[src/shared/bsfcc_pkg.sv]
// constants, register map and state encoding of the flash command controller
// assumes a 100 MHz system clock and an Avalon-MM register port of 32-bit words
package bsfcc_pkg;

  // ****************************************************
  // clock and pin timing
  // ****************************************************
  localparam int CLK_NS = 10;
  localparam int WE_LOW_NS = 50;      // write strobe low time
  localparam int WE_HIGH_NS = 30;     // write strobe recovery time
  localparam int RD_ACC_NS = 120;     // read access time
  localparam int RESET_LOW_NS = 500;  // restart pin low time
  localparam int BUSY_GUARD_NS = 100; // wait before ready pin is trusted
  localparam int WE_LOW_CYC = (WE_LOW_NS + CLK_NS - 1) / CLK_NS;
  localparam int WE_HIGH_CYC = (WE_HIGH_NS + CLK_NS - 1) / CLK_NS;
  localparam int RD_ACC_CYC = (RD_ACC_NS + CLK_NS - 1) / CLK_NS;
  localparam int RESET_LOW_CYC = (RESET_LOW_NS + CLK_NS - 1) / CLK_NS;
  localparam int BUSY_GUARD_CYC = (BUSY_GUARD_NS + CLK_NS - 1) / CLK_NS;

  // ****************************************************
  // register map (byte offsets)
  // ****************************************************
  localparam logic [4:0] REG_CTRL = 5'h00;
  localparam logic [4:0] REG_ADDR = 5'h04;
  localparam logic [4:0] REG_WDATA = 5'h08;
  localparam logic [4:0] REG_STATUS = 5'h0c;
  localparam logic [4:0] REG_CONFIG = 5'h10;

  // ctrl fields
  localparam int CTRL_OP_LSB = 0;
  localparam int CTRL_OP_W = 3;
  localparam logic [2:0] OP_READ = 3'h0;
  localparam logic [2:0] OP_WRITE = 3'h1;
  localparam logic [2:0] OP_PROGRAM = 3'h2;
  localparam logic [2:0] OP_ERASE = 3'h3;
  localparam logic [2:0] OP_RESTART = 3'h4;

  // status fields
  localparam int ST_RDATA_LSB = 0;
  localparam int ST_CTRL_BUSY = 16;
  localparam int ST_FLASH_BUSY = 17;
  localparam int ST_REFUSED = 18;
  localparam int ST_POLL_BIT = 19;
  localparam int ST_TOGGLE_BIT = 20;

  // config fields
  localparam int CFG_BYTE_MODE = 0;
  localparam int CFG_BYPASS = 1;
  localparam int CFG_PROT_LSB = 8;
  localparam int NUM_SECTORS = 7;

  // reset values
  localparam logic CFG_BYTE_MODE_RST = 1'b0;
  localparam logic CFG_BYPASS_RST = 1'b0;
  localparam logic [6:0] CFG_PROT_RST = 7'h00;

  // sector bounds in byte addresses
  localparam logic [17:0] SEC1_BASE = 18'h04000;
  localparam logic [17:0] SEC2_BASE = 18'h06000;
  localparam logic [17:0] SEC3_BASE = 18'h08000;
  localparam logic [17:0] SEC4_BASE = 18'h10000;

  typedef enum logic [2:0] {
    BSFCC_IDLE,
    BSFCC_SETUP,
    BSFCC_STROBE,
    BSFCC_RECOVER,
    BSFCC_READ_WAIT,
    BSFCC_RST_HOLD
  } bsfcc_fsm_t;

endpackage : bsfcc_pkg

[src/logic/bsfcc_host.sv]
// host-side command controller driving a boot-sector parallel flash by its pins
// assumes flash pin inputs synchronous to clk; software on an Avalon-MM port
//
// Notes on behaviour
// RULE1: byte mode uses only data lines 7..0; word mode uses all sixteen
// RULE2: byte space 262144 locations, word space 131072 locations
// RULE3: seven erase sectors: 16K, two 8K, 32K, three 64K bytes
// RULE4: commands go to the device as ordinary write cycles
// RULE5: device latches address and data on each write cycle
// RULE6: finished program sequence starts device's own timed program run
// RULE7: bypass mode programs with two writes instead of four
// RULE8: erase sequence starts device's own preprogram and erase run
// RULE9: progress shows on ready pin and polling and toggle bits
// RULE10: after completion the device reads array and takes commands
// RULE11: erasing a sector leaves other sectors unchanged
// RULE12: device ignores writes during supply transitions
// RULE13: protected sectors refuse program and erase; word mode finds the sector by reading the word address as a byte address
// RULE14: erase suspend allows other-sector access until resume
// RULE15: restart pin aborts operations and returns to array read
// RULE16: device sleeps itself when addresses stay stable
// RULE17: host may put device in low-power standby
// RULE18: separate active-low chip select, write and output strobes
// RULE19: host waits for completion before next program or erase
`timescale 1ns/100ps
module bsfcc_host #(
  parameter logic [17:0] UNLOCK_ADDR1 = 18'h00001,
  parameter logic [15:0] UNLOCK_DATA1 = 16'h0001,
  parameter logic [17:0] UNLOCK_ADDR2 = 18'h00002,
  parameter logic [15:0] UNLOCK_DATA2 = 16'h0002,
  parameter logic [15:0] PROGRAM_CODE = 16'h0003,
  parameter logic [15:0] ERASE_SETUP_CODE = 16'h0004,
  parameter logic [15:0] SECTOR_ERASE_CODE = 16'h0005
) (
  input wire logic clk,
  input wire logic reset,
  input wire logic [2:0] avs_address,
  input wire logic avs_read,
  input wire logic avs_write,
  input wire logic [31:0] avs_writedata,
  input wire logic [3:0] avs_byteenable,
  output logic [31:0] avs_readdata,
  output logic avs_waitrequest,
  output logic [16:0] flash_a,
  input wire logic [15:0] flash_dq_i,
  output logic [15:0] flash_dq_o,
  output logic [15:0] flash_dq_oe,
  output logic flash_ce_n,
  output logic flash_we_n,
  output logic flash_oe_n,
  output logic flash_byte_n,
  output logic flash_reset_n,
  input wire logic op_done_indicator_n
);

  // ****************************************************
  // state record
  // ****************************************************
  typedef struct packed {
    bsfcc_pkg::bsfcc_fsm_t st;
    logic [15:0] cnt;
    logic [2:0] step;
    logic [2:0] op;
    logic [17:0] addr;
    logic [15:0] wdata;
    logic [15:0] rdata;
    logic bypass;
    logic [6:0] prot;
    logic refused;
    logic [15:0] guard;
    logic av_wait;
    logic [31:0] av_rdata;
    logic [16:0] fa;
    logic [15:0] dq_o;
    logic [15:0] dq_oe;
    logic ce_n;
    logic we_n;
    logic oe_n;
    logic byte_n;
    logic rst_n;
  } bsfcc_state_t;

  bsfcc_state_t s_r;
  bsfcc_state_t s_nxt;

  // ****************************************************
  // helpers
  // ****************************************************
  // byte address to sector index, bottom boot layout
  function automatic logic [2:0] sector_of(input logic [17:0] a);
    logic [2:0] r;
    r = 3'h0;
    // RULE3 sector layout
    if (a >= bsfcc_pkg::SEC4_BASE) begin
      r = 3'h3 + {1'b0, a[17:16]};
    end else if (a >= bsfcc_pkg::SEC3_BASE) begin
      r = 3'h3;
    end else if (a >= bsfcc_pkg::SEC2_BASE) begin
      r = 3'h2;
    end else if (a >= bsfcc_pkg::SEC1_BASE) begin
      r = 3'h1;
    end
    return r;
  endfunction : sector_of

  // address and data of one write of a command sequence
  function automatic logic [33:0] seq_word(input logic [2:0] op, input logic byp,
                                           input logic [2:0] step, input logic [17:0] a,
                                           input logic [15:0] d);
    logic [33:0] r;
    r = {a, d};
    if (op == bsfcc_pkg::OP_PROGRAM && byp) begin
      // RULE7 two-write program
      r = (step == 3'h0) ? {a, PROGRAM_CODE} : {a, d};
    end else if (op == bsfcc_pkg::OP_PROGRAM) begin
      unique case (step)
        3'h0: r = {UNLOCK_ADDR1, UNLOCK_DATA1};
        3'h1: r = {UNLOCK_ADDR2, UNLOCK_DATA2};
        3'h2: r = {UNLOCK_ADDR1, PROGRAM_CODE};
        default: r = {a, d};
      endcase
    end else if (op == bsfcc_pkg::OP_ERASE) begin
      // RULE8 six-write sector erase
      unique case (step)
        3'h0, 3'h3: r = {UNLOCK_ADDR1, UNLOCK_DATA1};
        3'h1, 3'h4: r = {UNLOCK_ADDR2, UNLOCK_DATA2};
        3'h2: r = {UNLOCK_ADDR1, ERASE_SETUP_CODE};
        default: r = {a, SECTOR_ERASE_CODE};
      endcase
    end
    return r;
  endfunction : seq_word

  // number of writes minus one for the current operation
  function automatic logic [2:0] last_step(input logic [2:0] op, input logic byp);
    logic [2:0] r;
    r = 3'h0;
    if (op == bsfcc_pkg::OP_PROGRAM) begin
      r = byp ? 3'h1 : 3'h3;
    end else if (op == bsfcc_pkg::OP_ERASE) begin
      r = 3'h5;
    end
    return r;
  endfunction : last_step

  // byte-enable merge of a written word
  function automatic logic [31:0] be_merge(input logic [31:0] old, input logic [31:0] wd,
                                           input logic [3:0] be);
    logic [31:0] r;
    r = old;
    for (int i = 0; i < 4; i++) begin
      if (be[i]) begin
        r[i*8 +: 8] = wd[i*8 +: 8];
      end
    end
    return r;
  endfunction : be_merge

  // ****************************************************
  // next-state logic
  // ****************************************************
  always_comb begin
    logic flash_busy;
    logic [33:0] sw;
    logic [31:0] cfg;
    logic [2:0] wop;
    logic [4:0] boff;
    flash_busy = 1'b0;
    sw = '0;
    cfg = '0;
    wop = '0;
    boff = {avs_address, 2'b00};
    s_nxt = s_r;
    // RULE9 busy from ready pin
    flash_busy = (s_r.guard != 16'h0000) || !op_done_indicator_n;
    cfg[bsfcc_pkg::CFG_BYTE_MODE] = !s_r.byte_n;
    cfg[bsfcc_pkg::CFG_BYPASS] = s_r.bypass;
    cfg[bsfcc_pkg::CFG_PROT_LSB +: bsfcc_pkg::NUM_SECTORS] = s_r.prot;
    if (s_r.guard != 16'h0000) begin
      s_nxt.guard = s_r.guard - 16'h0001;
    end

    // bus slave: one wait cycle, then answer
    s_nxt.av_wait = !((avs_read || avs_write) && s_r.av_wait);
    if (avs_read && s_r.av_wait) begin
      unique case (boff)
        bsfcc_pkg::REG_CTRL: s_nxt.av_rdata = {29'h0, s_r.op};
        bsfcc_pkg::REG_ADDR: s_nxt.av_rdata = {14'h0, s_r.addr};
        bsfcc_pkg::REG_WDATA: s_nxt.av_rdata = {16'h0, s_r.wdata};
        bsfcc_pkg::REG_STATUS: begin
          s_nxt.av_rdata = {16'h0, s_r.rdata};
          s_nxt.av_rdata[bsfcc_pkg::ST_CTRL_BUSY] = s_r.st != bsfcc_pkg::BSFCC_IDLE;
          s_nxt.av_rdata[bsfcc_pkg::ST_FLASH_BUSY] = flash_busy;
          s_nxt.av_rdata[bsfcc_pkg::ST_REFUSED] = s_r.refused;
          s_nxt.av_rdata[bsfcc_pkg::ST_POLL_BIT] = s_r.rdata[7];
          s_nxt.av_rdata[bsfcc_pkg::ST_TOGGLE_BIT] = s_r.rdata[6];
        end
        bsfcc_pkg::REG_CONFIG: s_nxt.av_rdata = cfg;
        default: s_nxt.av_rdata = 32'h0000_0000;
      endcase
    end
    if (avs_write && !s_r.av_wait) begin
      unique case (boff)
        bsfcc_pkg::REG_ADDR:
          s_nxt.addr = 18'(be_merge({14'h0, s_r.addr}, avs_writedata, avs_byteenable));
        bsfcc_pkg::REG_WDATA:
          s_nxt.wdata = 16'(be_merge({16'h0, s_r.wdata}, avs_writedata, avs_byteenable));
        bsfcc_pkg::REG_STATUS:
          if (avs_byteenable[2] && avs_writedata[bsfcc_pkg::ST_REFUSED]) begin
            s_nxt.refused = 1'b0;
          end
        bsfcc_pkg::REG_CONFIG: begin
          cfg = be_merge(cfg, avs_writedata, avs_byteenable);
          s_nxt.byte_n = !cfg[bsfcc_pkg::CFG_BYTE_MODE];
          s_nxt.bypass = cfg[bsfcc_pkg::CFG_BYPASS];
          s_nxt.prot = cfg[bsfcc_pkg::CFG_PROT_LSB +: bsfcc_pkg::NUM_SECTORS];
        end
        bsfcc_pkg::REG_CTRL: begin
          wop = avs_writedata[bsfcc_pkg::CTRL_OP_LSB +: bsfcc_pkg::CTRL_OP_W];
          if (s_r.st != bsfcc_pkg::BSFCC_IDLE || wop > bsfcc_pkg::OP_RESTART) begin
            s_nxt.refused = 1'b1;
          end else if ((wop == bsfcc_pkg::OP_PROGRAM || wop == bsfcc_pkg::OP_ERASE)
                       // RULE19 wait for completion
                       && (flash_busy
                       // RULE13 protected sector
                       || s_r.prot[sector_of(s_r.addr)])) begin
            s_nxt.refused = 1'b1;
          end else if (wop == bsfcc_pkg::OP_RESTART) begin
            // RULE15 pulse restart pin
            s_nxt.op = wop;
            s_nxt.st = bsfcc_pkg::BSFCC_RST_HOLD;
            s_nxt.rst_n = 1'b0;
            s_nxt.guard = 16'h0000;
            s_nxt.cnt = 16'(bsfcc_pkg::RESET_LOW_CYC);
          end else begin
            s_nxt.op = wop;
            s_nxt.step = 3'h0;
            s_nxt.st = bsfcc_pkg::BSFCC_SETUP;
          end
        end
        default: ;
      endcase
    end

    // pin sequencer
    sw = seq_word(s_r.op, s_r.bypass, s_r.step, s_r.addr, s_r.wdata);
    unique case (s_r.st)
      bsfcc_pkg::BSFCC_IDLE: ;
      bsfcc_pkg::BSFCC_SETUP: begin
        // RULE2 address mapping per organisation
        s_nxt.fa = s_r.byte_n ? sw[32:16] : sw[33:17];
        s_nxt.ce_n = 1'b0;
        s_nxt.dq_o = s_r.byte_n ? sw[15:0] : {sw[16], 7'h00, sw[7:0]};
        // RULE1 byte mode drives address bit on line 15, plus low lane on writes only
        s_nxt.dq_oe = (s_r.op == bsfcc_pkg::OP_READ) ? (s_r.byte_n ? 16'h0000 : 16'h8000)
                      : (s_r.byte_n ? 16'hffff : 16'h80ff);
        if (s_r.op == bsfcc_pkg::OP_READ) begin
          s_nxt.oe_n = 1'b0;
          s_nxt.cnt = 16'(bsfcc_pkg::RD_ACC_CYC);
          s_nxt.st = bsfcc_pkg::BSFCC_READ_WAIT;
        end else begin
          // RULE4 command as a plain write cycle
          s_nxt.we_n = 1'b0;
          s_nxt.cnt = 16'(bsfcc_pkg::WE_LOW_CYC);
          s_nxt.st = bsfcc_pkg::BSFCC_STROBE;
        end
      end
      bsfcc_pkg::BSFCC_STROBE: begin
        s_nxt.cnt = s_r.cnt - 16'h0001;
        if (s_r.cnt == 16'h0001) begin
          s_nxt.we_n = 1'b1;
          s_nxt.cnt = 16'(bsfcc_pkg::WE_HIGH_CYC);
          s_nxt.st = bsfcc_pkg::BSFCC_RECOVER;
        end
      end
      bsfcc_pkg::BSFCC_RECOVER: begin
        // RULE17 chip deselected between accesses for standby
        s_nxt.ce_n = 1'b1;
        s_nxt.dq_oe = 16'h0000;
        s_nxt.cnt = s_r.cnt - 16'h0001;
        if (s_r.cnt == 16'h0001) begin
          if (s_r.step == last_step(s_r.op, s_r.bypass)) begin
            s_nxt.st = bsfcc_pkg::BSFCC_IDLE;
            if (s_r.op == bsfcc_pkg::OP_PROGRAM || s_r.op == bsfcc_pkg::OP_ERASE) begin
              // RULE6 device runs on; hold busy until ready pin valid
              s_nxt.guard = 16'(bsfcc_pkg::BUSY_GUARD_CYC);
            end
          end else begin
            s_nxt.step = s_r.step + 3'h1;
            s_nxt.st = bsfcc_pkg::BSFCC_SETUP;
          end
        end
      end
      bsfcc_pkg::BSFCC_READ_WAIT: begin
        s_nxt.cnt = s_r.cnt - 16'h0001;
        if (s_r.cnt == 16'h0001) begin
          // RULE9 status bits captured with read data
          s_nxt.rdata = s_r.byte_n ? flash_dq_i : {8'h00, flash_dq_i[7:0]};
          s_nxt.oe_n = 1'b1;
          s_nxt.ce_n = 1'b1;
          s_nxt.dq_oe = 16'h0000;
          s_nxt.st = bsfcc_pkg::BSFCC_IDLE;
        end
      end
      bsfcc_pkg::BSFCC_RST_HOLD: begin
        s_nxt.cnt = s_r.cnt - 16'h0001;
        if (s_r.cnt == 16'h0001) begin
          s_nxt.rst_n = 1'b1;
          s_nxt.st = bsfcc_pkg::BSFCC_IDLE;
        end
      end
    endcase
  end

  // ****************************************************
  // state register
  // ****************************************************
  always_ff @(posedge clk or posedge reset) begin
    if (reset) begin
      s_r <= '0;
      s_r.st <= bsfcc_pkg::BSFCC_RST_HOLD;
      s_r.cnt <= 16'(bsfcc_pkg::RESET_LOW_CYC);
      s_r.bypass <= bsfcc_pkg::CFG_BYPASS_RST;
      s_r.prot <= bsfcc_pkg::CFG_PROT_RST;
      s_r.byte_n <= !bsfcc_pkg::CFG_BYTE_MODE_RST;
      s_r.av_wait <= 1'b1;
      // RULE18 strobes idle high
      s_r.ce_n <= 1'b1;
      s_r.we_n <= 1'b1;
      s_r.oe_n <= 1'b1;
      s_r.rst_n <= 1'b0;
    end else begin
      s_r <= s_nxt;
    end
  end

  // outputs straight from the state record
  assign avs_readdata = s_r.av_rdata;
  assign avs_waitrequest = s_r.av_wait;
  assign flash_a = s_r.fa;
  assign flash_dq_o = s_r.dq_o;
  assign flash_dq_oe = s_r.dq_oe;
  assign flash_ce_n = s_r.ce_n;
  assign flash_we_n = s_r.we_n;
  assign flash_oe_n = s_r.oe_n;
  assign flash_byte_n = s_r.byte_n;
  assign flash_reset_n = s_r.rst_n;

endmodule : bsfcc_host

[config.mk]
export PLATFORM = sky130hd
export DESIGN_NAME = bsfcc_host
export DESIGN_NICKNAME = d
export VERILOG_FILES = /design/src/shared/bsfcc_pkg.sv /design/src/logic/bsfcc_host.sv
export SDC_FILE = /design/constraint.sdc
export NUM_CORES = 1
export LEC_CHECK = 0
export BUFFER_PORTS_ARGS = -buffer_cell sky130_fd_sc_hd__clkbuf_2
export CAP_MARGIN = 20
export CORE_UTILIZATION = 31
export CTS_BUF_LIST = sky130_fd_sc_hd__clkbuf_2
export CTS_CLUSTER_SIZE = 30
export DETAILED_ROUTE_END_ITERATION = 6
export HOLD_SLACK_MARGIN = 0.12
export SYNTH_ARGS = -nofsm -noshare
export SYNTH_HDL_FRONTEND = slang
export SYNTH_SLANG_ARGS = --single-unit
[constraint.sdc]
create_clock -name clk -period 6.57 [get_ports clk]
set_clock_uncertainty 0.2 [all_clocks]
set_input_delay 1.314 -clock clk [delete_from_list [all_inputs] [get_ports clk]]
set_output_delay 1.314 -clock clk [all_outputs]
set_load 0.005 [all_outputs]
=== Word level (Yosys, flattened, before mapping) ===
Index checks and enable logic that the tools add are counted.

* Register bits: 187
* Input port bits: 60
* Output and inout bits: 87
* Logic and storage cells: 193

* Add/subtract/negate cells: 4
* Magnitude comparators: 6
* Equality and inequality tests: 29
* Multiplexer cells: 81
* Bitwise gates (word level): 2
* Reductions and logical operators: 47

{| class="wikitable"
|+ Operators with widths
! cell !! count
|-
| 2-to-1 mux 16 bit || 17
|-
| one-hot mux 34 bit (3 select lines) || 2
|-
| one-hot mux 21 bit (5 select lines) || 1
|-
| 2-to-1 mux 34 bit || 3
|-
| one-hot mux 19 bit (4 select lines) || 1
|-
| 2-to-1 mux 25 bit || 3
|-
| 2-to-1 mux 59 bit || 1
|-
| one-hot mux 17 bit (3 select lines) || 1
|-
| 2-to-1 mux 3 bit || 15
|-
| 2-to-1 mux 19 bit || 2
|-
| >= comparator 18 x 15 -> 1 bit (second input constant) || 2
|-
| 2-to-1 mux 17 bit || 2
|-
| 2-to-1 mux 8 bit || 4
|-
| subtractor 16 x 1 -> 16 bit (second input constant) || 2
|-
| equality test 3 x 2 -> 1 bit (second input constant) || 10
|-
| AND reduction 3 bit || 9
|-
| >= comparator 18 x 16 -> 1 bit (second input constant) || 1
|-
| >= comparator 18 x 17 -> 1 bit (second input constant) || 1
|-
| 2-to-1 mux 18 bit || 1
|-
| equality test 16 x 1 -> 1 bit (second input constant) || 1
|-
| 2-to-1 mux 1 bit || 16
|-
| nonzero test 16 bit || 1
|-
| equality test 3 bit (second input constant) || 5
|-
| 2-to-1 mux 15 bit || 1
|-
| 24 further kinds || 67
|}

=== Logic depth before layout (Yosys ltp) ===
* Word-level depth: 20
* Depth in mapped cells: 10
* Mapped depth without buffers: 9

=== Worst setup path before layout ===
No wires, ideal clock.

* Path type: in2reg
* From: in avs_address[2]
* To: reg s_r[176] (netlist name)
* Setup time: 0.139 ns
* Arrival time: 2.837 ns
* Required time: 6.231 ns
* Path slack: 3.394 ns
* Stages: 7
* Path buffers: 0
* Path through: nor4b_2 > nand3_1 > a22oi_1 > nand3_1 > nor3_1 > xnor2_1 > nor2_1

* Word-level cells in the longest chain between the ends: 3

{| class="wikitable"
|+ Ends and longest elaborated chain
! element !! RTL line !! RTL
|-
| start, declared || bsfcc_host.sv:36 || <nowiki>input wire logic [2:0] avs_address,</nowiki>
|-
| logical NOT 3 bit || bsfcc_host.sv:202 || <nowiki>unique case (boff)</nowiki>
|-
| nonzero test 5 bit (no source line) || - ||
|-
| AND reduction 5 bit (no source line) || - ||
|-
| end signal, assigned || bsfcc_host.sv:332 || <nowiki>s_r <= s_nxt;</nowiki>
|-
| end, declared || bsfcc_host.sv:82 || <nowiki>bsfcc_state_t s_r;</nowiki>
|}

No other way between the ends.
A chain may end at the register's enable or synchronous reset.

=== Worst setup path in the final report ===
* From: in avs_address[0]
* To: reg s_r[176] (netlist name)

The elaborated chain is that of the path after synthesis.

==> metrics.cfg <==
[detailed_routing]
drcViolationCount = 0
wirelength_um = 21400
drtIter0Drc = 407
firstDrtPassIters = 5
drt-vias-per-instance = 4.79
ant_nets = 0
drt-wirelength-per-cell_um = 16.4
routed-via-count = 6256

[finish]
seqCellArea_um2 = 4090
area_growth_pct = 8.36
nets = 988
drive_above_1_share_pct = 26.2
layout_common_cells = dfrtp_1 (153), clkbuf_2 (138), nand2_1 (104), nor2_1 (77), o21ai_0 (64)
final_util_pct = 34.4
fill_cells = 2776
multi_input_area_um2 = 3740
layout_commonest_cell = dfrtp_1

[sta]
period_share_pct = 54.2
setup_violations = 0
hold_viol = 0
worstMarginPinSlew_ns = 0.973
clock.fmax_mhz = 281
drv_slew = 0
rsz0062_at_grt = no
period_minus_slack_ns = 3.56
finalSetupTns_ns = 0
slew_headroom_pct = 35.0

[clocking]
cts_tree = done
cts_buffer_depth = 2
root_buffer = clkbuf_2
clkSinkCount = 163
cts_max_level = 4
path_clk_slew_ns = 0.27
postCtsSetupBuffers = 0
numCtsBuffers = 17
clock_latency_ns = 0.76

[global_route]
grt_use_met3_pct = 3.60
grt_pass1_wl_um = 34300
grt_max_degree = 110
gr-usage-met1_pct = 22.4
grt.overflow.total = 0
use_met2_pct = 23.2
grt_busiest_layer = met2
grt_pass1_vias = 6040
track_usage_pct = 15.6
antenna_found_initial = 5

[setup_path]
cpMostUsedCell = nand3_1
cp.required_ns = 7.04
critPathKind = primary input to flop
path_cells = clkbuf_2 > nor4b_2 > nand3_1 > a22oi_1 > nand3_1 > nor3_1 > xnor2_1 > nor2_1
worst_ep_arrival_time_ns = 4.03
end_kind = flop
slowest_stage = a22oi_1
cp-start-kind = primary input
max_stage_delay_ns = 0.62
worstPathMaxFanout = 23

[floorplanning]
io_pins = 147
initial_core_util_pct = 31.7
die-area_um2 = 28400
core-area_um2 = 27100
die_w_um = 169
rows = 60
die_h_um = 169

[place]
gp_congestion = 0.849
io_buffers = 121
dp_hpwl_um = 15600

[power]
power_density_nw_per_um2 = 327
ir_drop_uv = 108
p_leak_nw = 4.35

[yosys]
synthCells = 874
synth_area_per_cell_um2 = 9.83
syn_area_um2 = 8590
ys_ff_latch = 163
synth_seq_area_share_pct = 47.6
async_flop_share_pct = 100
ys.flop_type = dfrtp_1
yosysUniqueCellTypes = 60
synth-edff-count = 0
yosysWarnings = 0

[outcome]
status = finished clean

[min_path]
hold_class = flop to flop

[run]
cap_viol_max_count = 0

## synth_stat cells (all sizes together) (2+ instances only)
| library cell | count | share of area [%] |
|---|---|---|
| nand2 | 105 | 4.7 |
| dfrtp | 153 | 45 |
| mux2i | 36 | 4.2 |
| or2 | 5 | 0.39 |
| dfstp | 10 | 3.1 |
| inv | 15 | 0.66 |
| a22oi | 5 | 0.44 |
| o22ai | 3 | 0.22 |
| mux2 | 55 | 7.2 |
| o211ai | 5 | 0.44 |
| or4 | 3 | 0.35 |
| and3 | 2 | 0.15 |
| nand4 | 5 | 0.36 |
| clkbuf | 29 | 1.3 |
| o31ai | 20 | 1.9 |
| nor2 | 78 | 3.5 |
| ha | 10 | 1.5 |
| nor4 | 8 | 0.58 |
| a31oi | 6 | 0.44 |
| nand3b | 2 | 0.17 |
| buf | 86 | 7.4 |
| nand4b | 3 | 0.31 |
| nand2b | 7 | 0.51 |
| nand3 | 23 | 1.3 |
| xnor2 | 14 | 1.4 |
| or3 | 5 | 0.36 |
| nor3 | 21 | 1.2 |
| a22o | 11 | 1.1 |
| a31o | 4 | 0.41 |
| nor4b | 2 | 0.28 |
| xor2 | 7 | 0.71 |
| a21oi | 43 | 2.5 |
| o21ai | 65 | 3.8 |
| nor2b | 9 | 0.66 |
| nor3b | 5 | 0.44 |
## worst max-delay path, delay by kind of cell
family / cells / cell delay (ns)
simple gates: 5 / 1.52
compound gates: 1 / 0.62
buf+inv: 1 / 0.40
xor+xnor: 1 / 0.16
## worst paths after layout
kind | startpoint | end | slack, ns | depth (start not counted)
worst max-delay path | avs_address[0] | s_r[176]$_DFFE_PP0P_ | 3.01 | 8
worst min-delay path | flash_oe_n$_DFFE_PP1P_ | flash_oe_n$_DFFE_PP1P_ | 0.28 | 2
worst max register to register | s_r[160]$_DFFE_PP0P_ | s_r[162]$_DFFE_PP0P_ | 3.40 | 9
worst min register to register | flash_oe_n$_DFFE_PP1P_ | flash_oe_n$_DFFE_PP1P_ | 0.28 | 2
max in group asynchronous | reset | avs_readdata[16]$_DFFE_PP0P_ | 4.51 | 4
min in group asynchronous | reset | flash_dq_o[10]$_DFFE_PP0N_ | 0.75 | 3
## stage by stage
stage	setup slack (ns)	hold WS [ns]	area (um^2)	total power, W	std cells
final	3.01	0.277	9310	0.00305	1306
after global routing	2.84	0.322	9310	0.00327	1306
after CTS	3.12	0.283	9270	0.00308	1301
after detailed placement	2.23	0.252	9020	0.00250	1269
after global placement	2.28	0.248	9020	0.00248	1269
after floorplan	0.668	0.244	8630	0.00225	884
## registers in the layout, indices dropped and copies added (netlist names), named ones only
name / cells
flash_ce_n: 1
flash_dq_o: 16
flash_we_n: 1
avs_waitrequest: 1
flash_dq_oe: 3
s_r: 100
avs_readdata: 21
flash_reset_n: 1
flash_oe_n: 1
flash_a: 17
## power by group
group / internal, W / leakage, nW / switching (W)
Sequential: 0.00125 / 2.14 / 0.000236
Combinational: 0.000435 / 2.05 / 0.000555
Clock: 0.000159 / 0.154 / 0.000413
## kinds of logic after synthesis
family / Yosys count / synth area share, %
AOI/OAI and AO/OA: 171 / 12.2
xor gates and xnor gates: 21 / 2.14
adders and majority gates: 10 / 1.46
buffers and inverters: 130 / 9.32
DFF: 163 / 47.6
muxes: 92 / 11.7
other: 1 / 0.0436
and+or+nand+nor: 286 / 15.6
## timing repair
item,4_1_cts,5_1_grt
endpoints found under the hold margin,0,8
hold buffers,0,1
gates resized for setup,0,0
## layer usage
| layer | up-vias | wire length, um |
|---|---|---|
| met5 | - | 13 |
| met4 | 2 | 283 |
| met3 | 18 | 1060 |
| met2 | 135 | 9570 |
| met1 | 3033 | 10400 |
| li1 | 3068 | - |
## area by class of cell
class / instances / share of cell area, %
multi-input cells: 591 / 40.2
well taps: 372 / 5.00
repair buffers: 130 / 7.47
flip-flops and latches: 163 / 43.9
inverters: 15 / 0.658
diodes: 3 / 0.0806
clock buffers: 17 / 0.914
clock inverters: 15 / 1.76
(Power assumes the default switching activity.)
